**src/common/hppc_pkg.sv**
```systemverilog
package hppc_pkg;
	localparam int CLK_HZ = 50_000_000;
	localparam int RESET_MIN_NS = 26_000;
	// least time rounds up to whole cycles
	localparam int RESET_MIN_CYC = (RESET_MIN_NS * (CLK_HZ / 1_000_000) + 999) / 1000;
	localparam int SEL_W = 3;
	localparam int DATA_W = 8;
	localparam logic [3:0] PST_HALTED = 4'h5;

	typedef struct packed {
		logic host_acknowledge;
		logic interrupt_acknowledge;
		logic host_abort_request;
		logic host_reset_request;
		logic broadcast_select;
		logic [SEL_W-1:0] board_select_code;
	} hppc_link_in_s;

	typedef enum logic [1:0] {
		HPPC_IDLE = 2'b00,
		HPPC_REQ = 2'b01,
		HPPC_DRIVE = 2'b10
	} hppc_tx_e;
endpackage

```
**src/hw/hppc_ctrl.sv**
```systemverilog
// Functional notes
// - board holds byte undriven and raises request, shown only when selected
// - on host acknowledge drop request; drive byte while acknowledge stays high
// - host negates acknowledge; board releases data bus and finishes
// - interrupt: code behind buffer, request visible when selected, break line low
// - break line active low, open-collector, shared among boards
// - interrupt acknowledge clears break latch and releases break line
// - selected board drops interrupt request on interrupt acknowledge
// - selected abort pulse sets latch driving level 7 interrupt
// - abort latch held until software clears it, no timeout
// - selected reset request held over 26 us gives soft reset
// - reset request with interrupt acknowledge over 26 us gives hard reset
// - broadcast select with reset or abort hits every board
// - cpu run led while transfer low, dma led while strobe low
// - halt led when processor status decodes to halted
// - host nmi flag set on pulse rise, cleared by latch clear select
// - break flag set on board interrupt edge, cleared by break clear, drives line
// - level 7 request low when abort, nmi or breakpoint flag active
// - each push button debounced by a set/reset latch
// - soft reset sum is button, host soft reset or reset instruction
// - cpu reset on hard, button, host, power-up or watchdog reset
// - link handshake signals asserted high
`timescale 1ns/10ps
`default_nettype none
module hppc_ctrl
	import hppc_pkg::*;
#(
	parameter int RESET_CYCLES = RESET_MIN_CYC
)
(
	input wire logic clk,
	input wire logic rst_b,
	input wire logic [hppc_pkg::SEL_W-1:0] board_address,
	input wire hppc_pkg::hppc_link_in_s link_in,
	input wire logic [hppc_pkg::DATA_W-1:0] tx_data,
	input wire logic tx_start,
	output logic tx_busy,
	input wire logic [hppc_pkg::DATA_W-1:0] service_code,
	input wire logic int_start,
	output logic int_busy,
	output logic [hppc_pkg::DATA_W-1:0] link_data_o,
	output logic link_data_oe,
	output logic board_request,
	output logic board_interrupt_request,
	input wire logic shared_break_line_n_i,
	output logic shared_break_line_n_o,
	output logic shared_break_line_n_oe,
	input wire logic latch_clear_select_n,
	input wire logic breakpoint_n,
	input wire logic reset_button_a_n,
	input wire logic reset_button_b_n,
	input wire logic abort_button_a_n,
	input wire logic abort_button_b_n,
	input wire logic reset_instruction_out_n,
	input wire logic power_up_reset_n,
	input wire logic watchdog_reset_n,
	input wire logic transfer_in_progress_n,
	input wire logic address_strobe_n,
	input wire logic [3:0] processor_status,
	output logic level7_request_n_o,
	output logic level7_request_n_oe,
	output logic soft_reset_sum,
	output logic hard_reset_n_o,
	output logic hard_reset_n_oe,
	output logic cpu_reset_n,
	output logic cpu_run_led,
	output logic dma_run_led,
	output logic halt_led,
	output logic host_break_seen
);
	import hppc_pkg::*;

	// counter needs at least one cycle to reach
	if (RESET_CYCLES < 1)
	begin
		$error("RESET_CYCLES must be at least one");
	end

	localparam int LINK_W = $bits(hppc_link_in_s);
	localparam int CNT_W = $clog2(RESET_CYCLES + 2);

	logic [LINK_W-1:0] sync1_r;
	logic [LINK_W-1:0] sync2_r;
	hppc_link_in_s lk;
	logic brk_sync1_r;
	logic brk_sync2_r;
	logic selected;
	logic addressed_all;
	hppc_tx_e tx_state_r;
	hppc_tx_e int_state_r;
	logic [DATA_W-1:0] data_r;
	logic host_break_flag;
	logic host_nmi_flag;
	logic abort_flag;
	logic breakpoint_flag;
	logic reset_button_debounce;
	logic abort_button_debounce;
	logic nmi_pulse_d_r;
	logic bp_d_r;
	logic abort_deb_d_r;
	logic [CNT_W-1:0] rst_cnt_r;
	logic host_soft_reset;
	logic host_hard_reset;
	logic hard_reset_sum;
	logic abort_hit;
	logic host_nmi_pulse;
	logic break_clear;

	// two-stage synchroniser for all host inputs
	always_ff @(posedge clk or negedge rst_b)
	begin
		if (!rst_b)
		begin
			sync1_r <= '0;
			sync2_r <= '0;
			brk_sync1_r <= 1'b1;
			brk_sync2_r <= 1'b1;
		end
		else
		begin
			sync1_r <= link_in;
			sync2_r <= sync1_r;
			brk_sync1_r <= shared_break_line_n_i;
			brk_sync2_r <= brk_sync1_r;
		end
	end

	// struct view of the synchronised host bits
	assign lk = hppc_link_in_s'(sync2_r);
	assign host_break_seen = ~brk_sync2_r;
	assign selected = (lk.board_select_code == board_address);
	// broadcast reaches every board, select code ignored
	assign addressed_all = selected | lk.broadcast_select;

	// byte write to host
	// a tie with an interrupt start goes to the byte write
	always_ff @(posedge clk or negedge rst_b)
	begin
		if (!rst_b)
		begin
			tx_state_r <= HPPC_IDLE;
		end
		else
		begin
			unique case (tx_state_r)
				HPPC_IDLE:
					if (tx_start && int_state_r == HPPC_IDLE)
						tx_state_r <= HPPC_REQ;
				HPPC_REQ:
					if (selected && lk.host_acknowledge)
						tx_state_r <= HPPC_DRIVE;
				HPPC_DRIVE:
					if (!lk.host_acknowledge)
						tx_state_r <= HPPC_IDLE;
				default:
					tx_state_r <= HPPC_IDLE;
			endcase
		end
	end

	// interrupt to host
	always_ff @(posedge clk or negedge rst_b)
	begin
		if (!rst_b)
		begin
			int_state_r <= HPPC_IDLE;
		end
		else
		begin
			unique case (int_state_r)
				HPPC_IDLE:
					// refused while a byte write runs or starts
					if (int_start && !tx_start && tx_state_r == HPPC_IDLE)
						int_state_r <= HPPC_REQ;
				HPPC_REQ:
					if (selected && lk.host_acknowledge)
						int_state_r <= HPPC_DRIVE;
				HPPC_DRIVE:
					if (selected && lk.interrupt_acknowledge)
						int_state_r <= HPPC_IDLE;
				default:
					int_state_r <= HPPC_IDLE;
			endcase
		end
	end

	// byte held behind the closed buffer until acknowledge
	always_ff @(posedge clk or negedge rst_b)
	begin
		if (!rst_b)
			data_r <= '0;
		else if (tx_state_r == HPPC_IDLE && int_state_r == HPPC_IDLE)
		begin
			if (tx_start)
				data_r <= tx_data;
			else if (int_start)
				data_r <= service_code;
		end
	end

	assign tx_busy = (tx_state_r != HPPC_IDLE);
	assign int_busy = (int_state_r != HPPC_IDLE);
	assign board_request = selected && tx_state_r == HPPC_REQ;
	assign board_interrupt_request = selected && int_state_r != HPPC_IDLE;
	// buffer opens only while selected and acknowledged
	assign link_data_o = data_r;
	assign link_data_oe = selected && lk.host_acknowledge &&
		(tx_state_r != HPPC_IDLE || int_state_r != HPPC_IDLE);

	// break flag: set on interrupt start, cleared by acknowledge or soft reset
	assign break_clear = (selected && lk.interrupt_acknowledge) | soft_reset_sum;
	always_ff @(posedge clk or negedge rst_b)
	begin
		if (!rst_b)
			host_break_flag <= 1'b0;
		else if (int_state_r == HPPC_IDLE && int_start && !tx_start && tx_state_r == HPPC_IDLE)
			host_break_flag <= 1'b1;
		else if (break_clear)
			host_break_flag <= 1'b0;
	end

	// open-collector emulation: drive low or let go
	assign shared_break_line_n_o = 1'b0;
	assign shared_break_line_n_oe = host_break_flag;

	// abort pulse edge and reset counting
	assign abort_hit = addressed_all && lk.host_abort_request;
	// counter saturates one past the limit, drops with the request
	always_ff @(posedge clk or negedge rst_b)
	begin
		if (!rst_b)
			rst_cnt_r <= '0;
		else if (addressed_all && lk.host_reset_request)
		begin
			if (rst_cnt_r <= CNT_W'(RESET_CYCLES))
				rst_cnt_r <= rst_cnt_r + 1'b1;
		end
		else
			rst_cnt_r <= '0;
	end

	// interrupt acknowledge turns soft reset into hard reset
	assign host_soft_reset = (rst_cnt_r > CNT_W'(RESET_CYCLES)) && !lk.interrupt_acknowledge;
	assign host_hard_reset = (rst_cnt_r > CNT_W'(RESET_CYCLES)) && lk.interrupt_acknowledge;
	// addressed abort request acts as the nmi pulse
	assign host_nmi_pulse = abort_hit;

	// flag edge detectors
	// reset values match the idle level of each source
	always_ff @(posedge clk or negedge rst_b)
	begin
		if (!rst_b)
		begin
			nmi_pulse_d_r <= 1'b0;
			bp_d_r <= 1'b1;
			abort_deb_d_r <= 1'b0;
		end
		else
		begin
			nmi_pulse_d_r <= host_nmi_pulse;
			bp_d_r <= breakpoint_n;
			abort_deb_d_r <= abort_button_debounce;
		end
	end

	// set beats clear on every flag
	// clear is clocked; pins are taken as synchronous
	always_ff @(posedge clk or negedge rst_b)
	begin
		if (!rst_b)
			host_nmi_flag <= 1'b0;
		else if (host_nmi_pulse && !nmi_pulse_d_r)
			host_nmi_flag <= 1'b1;
		else if (!latch_clear_select_n)
			host_nmi_flag <= 1'b0;
	end

	// breakpoint flag on falling edge of its request
	always_ff @(posedge clk or negedge rst_b)
	begin
		if (!rst_b)
			breakpoint_flag <= 1'b0;
		else if (!breakpoint_n && bp_d_r)
			breakpoint_flag <= 1'b1;
		else if (!latch_clear_select_n)
			breakpoint_flag <= 1'b0;
	end

	// abort button flag on debounce rise
	always_ff @(posedge clk or negedge rst_b)
	begin
		if (!rst_b)
			abort_flag <= 1'b0;
		else if (abort_button_debounce && !abort_deb_d_r)
			abort_flag <= 1'b1;
		else if (!latch_clear_select_n)
			abort_flag <= 1'b0;
	end

	// level 7 request pulled low through the enable only
	assign level7_request_n_o = 1'b0;
	assign level7_request_n_oe = abort_flag | host_nmi_flag | breakpoint_flag;

	// push-button set/reset latches
	// contact a sets, contact b clears
	always_ff @(posedge clk or negedge rst_b)
	begin
		if (!rst_b)
		begin
			reset_button_debounce <= 1'b0;
			abort_button_debounce <= 1'b0;
		end
		else
		begin
			if (!reset_button_a_n)
				reset_button_debounce <= 1'b1;
			else if (!reset_button_b_n)
				reset_button_debounce <= 1'b0;
			if (!abort_button_a_n)
				abort_button_debounce <= 1'b1;
			else if (!abort_button_b_n)
				abort_button_debounce <= 1'b0;
		end
	end

	assign soft_reset_sum = host_soft_reset | (reset_button_debounce & ~abort_button_debounce) |
		~reset_instruction_out_n;
	// both buttons held together give a hard reset
	assign hard_reset_sum = host_hard_reset | (reset_button_debounce & abort_button_debounce);
	// hard reset driver kept apart from the cpu reset
	assign hard_reset_n_o = 1'b0;
	assign hard_reset_n_oe = hard_reset_sum;
	// reset instruction resets peripherals, not the cpu
	assign cpu_reset_n = ~(hard_reset_sum | reset_button_debounce | host_soft_reset |
		~power_up_reset_n | ~watchdog_reset_n);

	// indicators
	assign cpu_run_led = ~transfer_in_progress_n;
	assign dma_run_led = ~address_strobe_n;
	assign halt_led = (processor_status == PST_HALTED);
endmodule
`default_nettype wire

```
**config.mk**
```make
export PLATFORM = sky130hd
export DESIGN_NAME = hppc_ctrl
export DESIGN_NICKNAME = d
export VERILOG_FILES = /design/src/common/hppc_pkg.sv /design/src/hw/hppc_ctrl.sv
export SDC_FILE = /design/constraint.sdc
export NUM_CORES = 1
export LEC_CHECK = 0
export ABC_AREA = 1
export BUFFER_PORTS_ARGS = -buffer_cell sky130_fd_sc_hd__buf_2
export CAP_MARGIN = 20
export CORE_MARGIN = 3
export CORE_UTILIZATION = 45
export DETAILED_ROUTE_END_ITERATION = 16
export GPL_ROUTABILITY_DRIVEN = 0
export PLACE_DENSITY = 0.83
export SETUP_SLACK_MARGIN = 0.02
export SLEW_MARGIN = 20
export SYNTH_ARGS = -nofsm -noshare
export SYNTH_HDL_FRONTEND = slang
export SYNTH_SLANG_ARGS = --single-unit
```
**constraint.sdc**
```tcl
create_clock -name clk -period 3.55 [get_ports clk]
set_input_delay 0.355 -clock clk [delete_from_list [all_inputs] [get_ports clk]]
set_output_delay 0.355 -clock clk [all_outputs]
set_load 0.1 [all_outputs]
```
== Yosys cells after proc, flatten, opt, wreduce, memory -nomap -nowiden ==
Index checks and enable logic that the tools add are counted.
Cells by class
  bitwise gates (word level): 21
  shift operators: 0
  reduce and logical (&&, ||, !) cells: 34
  add/subtract/negate cells: 1
  equal/unequal tests: 18
  magnitude comparators: 2
  $mul: 0
  div/mod/pow operators: 0
  multiplexer cells: 21
Operator list (number)
  11-bit 2-to-1 mux: 2
  1-bit logical AND: 19
  8-bit 2-to-1 mux: 2
  2-bit inequality test, second input constant: 8
  2-bit case mux with 3 select lines: 2
  11-bit by 1-bit adder with 11-bit output, second input constant: 1
  11-bit greater-than comparator, second input constant: 1
  11-bit less-or-equal comparator, second input constant: 1
  1-bit bitwise OR: 11
  1-bit 2-to-1 mux: 10
  2-bit 2-to-1 mux: 5
  2-bit by 1-bit inequality test with 1-bit output, second input constant: 4
  1-bit inverter: 8
  2-bit nonzero test: 4
  3-bit AND reduction: 2
  1-bit logical NOT: 5
  2-bit by 1-bit equality test with 1-bit output, second input constant: 2
  2-bit equality test, second input constant: 2
  4-bit by 3-bit equality test with 1-bit output, second input constant: 1
  2-bit logical NOT: 2
  3-bit equality test: 1
  1-bit AND: 2
  2-bit AND reduction: 1
  1-bit logical OR: 1
Word-level totals
  input port bits: 47
  output and inout bits: 25
  bits in latches: 0
  memory bits (read-only): 0
  register bits after elaboration: 50
  memories kept: 0
  logic and storage cells: 114
  bits in writable memories: 0

== Longest topological paths before layout ==
Gate-level depths: netlist of run 1.
  depth after elaboration: 8
  gate-level depth with buffers: 9
  gate-level depth less buffers: 9

== Least setup slack after synthesis of run 1 ==
No wires, ideal clock.
  path kind: register to output
  from: reg rst_cnt_r[0]
  to: out hard_reset_n_oe
  stages on the path, launching flop included: 9
  data required time: 3.195 ns
  path buffers: 1
  slack: 0.643 ns
  data arrival time: 2.552 ns
  cells stage by stage: dfrtp_1 -> inv_1 -> ha_1 -> nand2_1 -> nor2_2 -> nand3b_4 -> nand2_4 -> buf_8 -> o22ai_1
On the way
  longest elaborated chain between the ends: 3
RTL lines
  start: declaration: RTL line hppc_ctrl.sv:101  | logic [CNT_W-1:0] rst_cnt_r;
  start signal: assignment: RTL line hppc_ctrl.sv:236  | rst_cnt_r <= rst_cnt_r + 1'b1;
  11-bit greater-than comparator: RTL line hppc_ctrl.sv:244  | assign host_hard_reset = (rst_cnt_r > CNT_W'(RESET_CYCLES)) && lk.interrupt_acknowledge;
  1-bit logical AND: RTL line hppc_ctrl.sv:244
  1-bit bitwise OR: RTL line hppc_ctrl.sv:329  | assign hard_reset_sum = host_hard_reset | (reset_button_debounce & abort_button_debounce);
  end: declaration: RTL line hppc_ctrl.sv:64  | output logic hard_reset_n_oe,
No other way between the ends.

== Worst setup path after layout of run 1 ==
  from: reg rst_cnt_r[0]
  to: out cpu_reset_n
On the way
  longest elaborated chain between the ends: 8
  elaborated cells between the ends (all ways): 9
  classes of those cells: order compare (1); bitwise (6); reduce/logical (2)
RTL lines
  11-bit greater-than comparator (*): RTL line hppc_ctrl.sv:243, hppc_ctrl.sv:244
  1-bit logical AND: RTL line hppc_ctrl.sv:244
  1-bit bitwise OR: RTL line hppc_ctrl.sv:329
  1-bit bitwise OR: RTL line hppc_ctrl.sv:334  | assign cpu_reset_n = ~(hard_reset_sum | reset_button_debounce | host_soft_reset |
  1-bit bitwise OR (*) (2 in a row): RTL line hppc_ctrl.sv:334
  1-bit bitwise OR (*): RTL line hppc_ctrl.sv:335  | ~power_up_reset_n | ~watchdog_reset_n);
  1-bit inverter (*): RTL line hppc_ctrl.sv:334
  end: declaration: RTL line hppc_ctrl.sv:65  | output logic cpu_reset_n,
Mark *: on every way between the ends. The rest lies on a longest branch, timed or not.

==> flow_summary.ini, run 1 <==
[die]
start_util_pct = 48.1
die_w_um = 78.0
core-area_mm2 = 0.00485
std_cell_rows = 25
die_h_um = 78.0
die_area_mm2 = 0.00608
io_pins = 72

[layout]
register_area_mm2 = 0.00125
fin_nets = 379
n_fill_cell = 425
drive_gt1_share_pct = 30.5
multi_input_area_um2 = 882
areaGrowthSynthToFinish_pct = 19.9
n_antenna_cell = 0

[power]
irDropWorstVdd_mv = 0.444
p_per_area_mw_per_mm2 = 650
seqPwrFrac_pct = 38.0
switchingPower_mw = 0.897
clock_power_share_pct = 17.2
leakagePower_nw = 1.50
p_sw_share_pct = 49.4
power.internal_mw = 0.920
p_comb_share_pct = 44.7

[synthesis]
synth.area.mux_share_pct = 0
synthSimpleGateAreaFrac_pct = 25.5
synth-compound-area-share_pct = 9.34
ys.flop_type = dfrtp_1
async_flop_share_pct = 100
syn_avg_cell_area_um2 = 9.00
syn-cell-area_mm2 = 0.00233
yosysWarningCount = 0
synth_fa_ha_area_share_pct = 1.07
synthXorXnorAreaFrac_pct = 1.45
synth_top_family_by_area = simple AND/OR/NAND/NOR gates
synth_cell_types = 34
ys_ff_latch = 50
syn_inst = 259
ys_seq_area_share_pct = 53.9
synth_enable_flop_cells = 0

[worst_setup_path]
criticalPathCategory = register to primary output
cp_max_fo = 17
critPathLaunchType = register
cp.arrival_ns = 2.13
cp.required_ns = 3.19
cp-end-kind = primary output

[drt]
route.detailed.drc = 0
vias = 1930
firstDrtPassIters = 5
drt-vias-per-instance = 4.85
final_antenna_net_count = 0
avgRoutedWirePerCell_um = 11.8
drt-total-wl_um = 4710
drt_iter0_markers = 84

[grt]
grt_first_pass_wirelength_um = 7710
gr-total-overflow = 0
grt_start_max_net_pins = 51
grt.total_usage_pct = 15.9
grt_pass1_vias = 1829
antenna_found_initial = 0

[sta]
setup_slack_ns = 1.06
period_share_pct = 70.0
clock_skew_ns = 0.00846
worst_pin_slew_ns = 0.606
finalHoldViolCount = 0
rsz0062_at_grt = false
setup_viol = 0
max_freq_mhz = 402
hold_ws_ns = 0.0629
slew_headroom_pct = 59.6
layout_min_cycle_time_ns = 2.49
finalSetupTns_ns = 0
final_max_slew_viol_count = 0

[clock_network]
cts_sinks = 50
root_buffer = clkbuf_8
cts_max_level = 2
path_clk_slew_ns = 0.08
hold_buffers = 0
cts_tree = done
clockBufferDepth = 2
cts_setup_buffers = 0
clkLatencyLatePin_ns = 0.30
numCtsBuffers = 5
cts_resized = 0

[flow_run]
max-cap-violations = 0

[min_path]
min_path_type = primary input to asynchronous set/reset pin

[placement]
port_buffers = 68
hpwl_um = 3560
pre_cts_slack_ns = 1.40

[run_status]
status = completed
## per-stage QoR
stage	utilization [%]	cell area [µm²]	power, mW	std cells
after detailed placement	55.8	2710	1.52	390
after global routing	57.6	2790	1.91	398
after floorplan	-	2340	1.37	261
after CTS	57.6	2790	1.83	398
final	57.6	2790	1.82	398
after global placement	55.8	2710	1.50	390
## path summary, 6_finish.rpt
check	start	end	slack [ns]	cells after the start
setup reg to reg	rst_cnt_r[0]$_DFFE_PN0P_	rst_cnt_r[0]$_DFFE_PN0P_	1.96	9
min in group clk	shared_break_line_n_i	brk_sync1_r$_DFF_PN1_	0.15	1
hold reg to reg	sync1_r[5]$_DFF_PN0_	lk[5]$_DFF_PN0_	0.35	0
max in group asynchronous	rst_b	link_data_o[4]$_DFFE_PN0P_	3.08	1
setup / recovery	rst_cnt_r[0]$_DFFE_PN0P_	cpu_reset_n	1.06	9
hold / removal	rst_b	rst_cnt_r[2]$_DFFE_PN0P_	0.06	1
## registers in the layout, summed over array words and instances (netlist names)
name,cells
bp_d_r,1
brk_sync2_r,1
shared_break_line_n_oe,1
lk,8
breakpoint_flag,1
rst_cnt_r,11
nmi_pulse_d_r,1
abort_flag,1
tx_state_r,2
link_data_o,8
sync1_r,8
abort_deb_d_r,1
brk_sync1_r,1
host_nmi_flag,1
reset_button_debounce,1
int_state_r,2
abort_button_debounce,1
## layer usage
layer  track usage, %  up-vias  wire length, µm
met5                0        -                0
met4             5.07        0               48
met3             4.06        6              344
met2             28.0       71             2300
met1             19.0      890             2010
li1                 -      963                -
## synthesized netlist by cell type (4+ instances only)
| cell type | count | share of area [%] |
|---|---|---|
| nand2_1 | 56 | 9.0 |
| dfrtp_1 | 47 | 50 |
| inv_1 | 37 | 6.0 |
| nand3_1 | 25 | 5.4 |
| nor2_1 | 20 | 3.2 |
| o21ai_0 | 11 | 2.4 |
| o211ai_1 | 8 | 2.6 |
| or2_2 | 8 | 2.1 |
| a21oi_2 | 4 | 1.5 |
| nand4_1 | 4 | 1.1 |
| nor3_1 | 4 | 0.86 |
## worst max-delay path: stages, from the launching register on
cell and delay [ns]:
dfrtp_1 0.45, inv_1 0.12, ha_1 0.15, nand2_1 0.06, nor2_2 0.15, nand3b_4 0.10, nand2_4 0.20, inv_2 0.10
nor2_1 0.08, buf_2 0.42
## kinds of logic after synthesis
group | after synthesis
adder cells (fa/ha/maj) | 2
buffers and inverters | 45
other | 1
AND/OR/NAND/NOR | 126
XOR/XNOR | 3
AO/OA/AOI/OAI | 32
flip-flops | 50
## placed cells by master (no fill, tap or decap), drive strengths merged, types with 2 or more instances in the layout
cell type / n
buf: 68
xor2: 2
o22ai: 3
nor2: 23
nand2: 59
clkbuf: 7
dfstp: 3
or2: 8
o21ai: 12
inv: 39
a21oi: 6
a21boi: 2
nand4: 4
nand3: 26
o211ai: 8
ha: 2
dfrtp: 47
nor3: 4
conb: 3
## layout make-up
type	count	share of cell area, %
sequential	50	44.9
multi-input combinational	166	31.6
timing repair buffer	68	12.3
inverter	39	5.24
tap	67	3.00
clock buffer	7	2.73
clock inverter	1	0.269
## power by group through the flow
stage	Sequential (mW)	Combinational (mW)	Clock [mW]
after floorplan	1.04	0.326	0
after global placement	0.698	0.806	0
after detailed placement	0.702	0.815	0
after CTS	0.691	0.816	0.324
after global routing	0.702	0.856	0.353
final	0.691	0.813	0.313
Power figures use the tool's default switching activity.
==> inputs of run 2 (changes only) <==
--- a/config.mk
+++ b/config.mk
@@ -5,14 +5,14 @@
 export SDC_FILE = /design/constraint.sdc
 export NUM_CORES = 1
 export LEC_CHECK = 0
-export ABC_AREA = 1
+export ABC_AREA = 0
 export BUFFER_PORTS_ARGS = -buffer_cell sky130_fd_sc_hd__buf_2
 export CAP_MARGIN = 20
 export CORE_MARGIN = 3
-export CORE_UTILIZATION = 45
+export CORE_UTILIZATION = 44
 export DETAILED_ROUTE_END_ITERATION = 16
 export GPL_ROUTABILITY_DRIVEN = 0
-export PLACE_DENSITY = 0.83
+export PLACE_DENSITY = 0.86
 export SETUP_SLACK_MARGIN = 0.02
 export SLEW_MARGIN = 20
 export SYNTH_ARGS = -nofsm -noshare
==> constraint.sdc (replaced) <==
create_clock -name clk -period 2.1 [get_ports clk]
set_input_delay 0.21 -clock clk [delete_from_list [all_inputs] [get_ports clk]]
set_output_delay 0.21 -clock clk [all_outputs]
set_load 0.1 [all_outputs]
==> flow_summary.ini, run 2 <==
[die]
core-area_mm2 = 0.00444
die_h_um = 74.4
die_area_mm2 = 0.00554
io_pins = 72
die_w_um = 74.4
std_cell_rows = 24
start_util_pct = 46.3

[drt]
route.detailed.drc = 0
avgRoutedWirePerCell_um = 13.3
final_antenna_net_count = 0
firstDrtPassIters = 4
drt_iter0_markers = 80
drt-total-wl_um = 4260
drt-vias-per-instance = 5.06
vias = 1618

[synthesis]
synth_enable_flop_cells = 0
synth.largest_area_cell = dfrtp_1
synth_fa_ha_area_share_pct = 1.22
ys_ff_latch = 50
synth_top_family_by_area = simple AND/OR/NAND/NOR gates
synth.area.mux_share_pct = 4.37
synth-compound-area-share_pct = 12.7
synthSimpleGateAreaFrac_pct = 15.3
ys.flop_type = dfrtp_1
yosysWarningCount = 0
syn_inst = 183
synth_top_area_share_pct = 57.1
async_flop_share_pct = 100
yosys-top-cells-area = dfrtp_1, mux2i_1, a21oi_1
ys_seq_area_share_pct = 60.9
yosysMostFrequentCell = dfrtp_1
syn_avg_cell_area_um2 = 11.3
synth_commonest_cells = dfrtp_1, a21oi_1, nand2_1, nor2_1, o21ai_0
syn-cell-area_mm2 = 0.00206
synth_cell_types = 41
synthXorXnorAreaFrac_pct = 1.70

[clock_network]
path_clk_slew_ns = 0.09
clkLatencyLatePin_ns = 0.30
cts_max_level = 2
root_buffer = clkbuf_8
numCtsBuffers = 5
clockBufferDepth = 2
cts_sinks = 50
cts_tree = done

[sta]
layout_min_cycle_time_ns = 1.97
setup_viol = 0
finalHoldViolCount = 0
max_freq_mhz = 507
slew_headroom_pct = 59.6
rsz0062_at_grt = false
period_share_pct = 93.9
final_max_slew_viol_count = 0
clock_skew_ns = 0.00923
worst_pin_slew_ns = 0.605

[grt]
grt_util_met1_pct = 19.6
gr-total-overflow = 0
grt.met2_usage_pct = 26.6
grt_start_max_net_pins = 51
antenna_found_initial = 0
grt_pass1_vias = 1523
grt_first_pass_wirelength_um = 6760
use_met3_pct = 5.95
busiest_layer = met2
grt.total_usage_pct = 16.0

[worst_setup_path]
cp.arrival_ns = 1.76
cp.required_ns = 1.89
cp-end-kind = primary output
cp_max_fo = 3
critPathLaunchType = register
criticalPathCategory = register to primary output

[power]
irDropWorstVdd_mv = 1.28
power_mw = 3.38
p_per_area_mw_per_mm2 = 1190
leakagePower_nw = 1.34

[placement]
port_buffers = 68
hpwl_um = 3040
placedInstanceArea_mm2 = 0.00258

[layout]
n_antenna_cell = 0
largest_register_ffs = 11
areaGrowthSynthToFinish_pct = 37.4
postLayoutCellArea_mm2 = 0.00283
layout_commonest_cell = buf_2
drive_gt1_share_pct = 36.9
fin_nets = 316
top_register = rst_cnt_r
layout_common_cells = buf_2, dfrtp_1, a21oi_1

[flow_run]
max-cap-violations = 0

[run_status]
status = completed

[min_path]
min_path_type = primary input to asynchronous set/reset pin
==> run 2: changes by cell type after synthesis, moves of 3 or more <==
cell      previous run  this run
nor2_1              20        14
o22ai_1              3         0
or2_2                8         2
a21oi_2              4         1
nand3_1             25         3
or3_1                0         5
a21oi_1              1        16
o211ai_1             8         0
o21a_1               1         5
inv_1               37        10
nand2_1             56        15
nand4_1              4         0
mux2i_1              0         9
==> run 2: layout make-up <==
type | count | area [µm²]
clock buffer | 5 | 68.8
multi-input combinational | 119 | 800
inverter | 10 | 37.5
clock inverter | 3 | 68.8
tap | 52 | 65.1
timing repair buffer | 81 | 536
sequential | 50 | 1250
fill | 345 | 1610
==> run 2: power breakdown <==
group	switching, mW	leakage (nW)	internal, mW
logic	1.14	0.665	0.272
clock network	0.311	0.0683	0.477
registers	0.0798	0.605	1.10
==> run 2: cell families after synthesis <==
group                    count (synthesis)
adder cells (fa/ha/maj)                  2
other                                    1
AND/OR/NAND/NOR                         57
buffers and inverters                   16
flip-flops                              50
XOR/XNOR                                 4
multiplexers                             9
AO/OA/AOI/OAI                           44
==> run 2: stage by stage <==
step	setup WS [ns]	instances	TNS (ns)	hold WS (ns)	utilization, %
2_1_floorplan	-0.0956	185	-0.0956	-0.0856	-
3_3_place_gp	0.264	303	0	0.316	58.1
3_5_place_dp	0.177	303	0	0.319	58.1
4_1_cts	0.0367	312	0	0.00403	61.5
5_1_grt	0.0308	320	0	0.00156	63.7
6_report	0.128	320	0	0.00201	63.7
==> run 2: per-layer routing <==
metal  part of all wire, %  up-vias  routed length [µm]
met5                     0        -                   0
li1                      -      793                   -
met4                  0.45        0                  19
met1                    42      775                1780
met2                    51       48                2180
met3                   6.5        2                 278
==> run 2: what timing repair did <==
action / CTS / global route
hold endpoints to repair: 1 / 7
hold buffers: 1 / 7
endpoints found under the setup margin: 1 / 4
setup buffers: 0 / 1
pin swaps: 0 / 3
resized for setup: 1 / 5
==> run 2: worst max-delay path, stage by stage (launching register included) <==
cell     delay, ns
dfrtp_1       0.38
inv_1         0.09
ha_2          0.19
nor2b_2       0.11
o21ai_2       0.08
a21o_1        0.22
o21ai_4       0.19
buf_12        0.20
==> run 2: final timing paths <==
path | startpoint | to | slack, ns | cells after the start
max | rst_cnt_r[0]$_DFFE_PN0P_ | soft_reset_sum | 0.13 | 7
min | rst_b | sync1_r[3]$_DFF_PN0_ | 0.002 | 2
max reg2reg | rst_cnt_r[0]$_DFFE_PN0P_ | rst_cnt_r[7]$_DFFE_PN0P_ | 0.14 | 8
min reg2reg | sync1_r[2]$_DFF_PN0_ | lk[2]$_DFF_PN0_ | 0.36 | 0
max in group asynchronous | rst_b | lk[6]$_DFF_PN0_ | 1.69 | 2
min in group clk | link_in[0] | sync1_r[0]$_DFF_PN0_ | 0.01 | 1
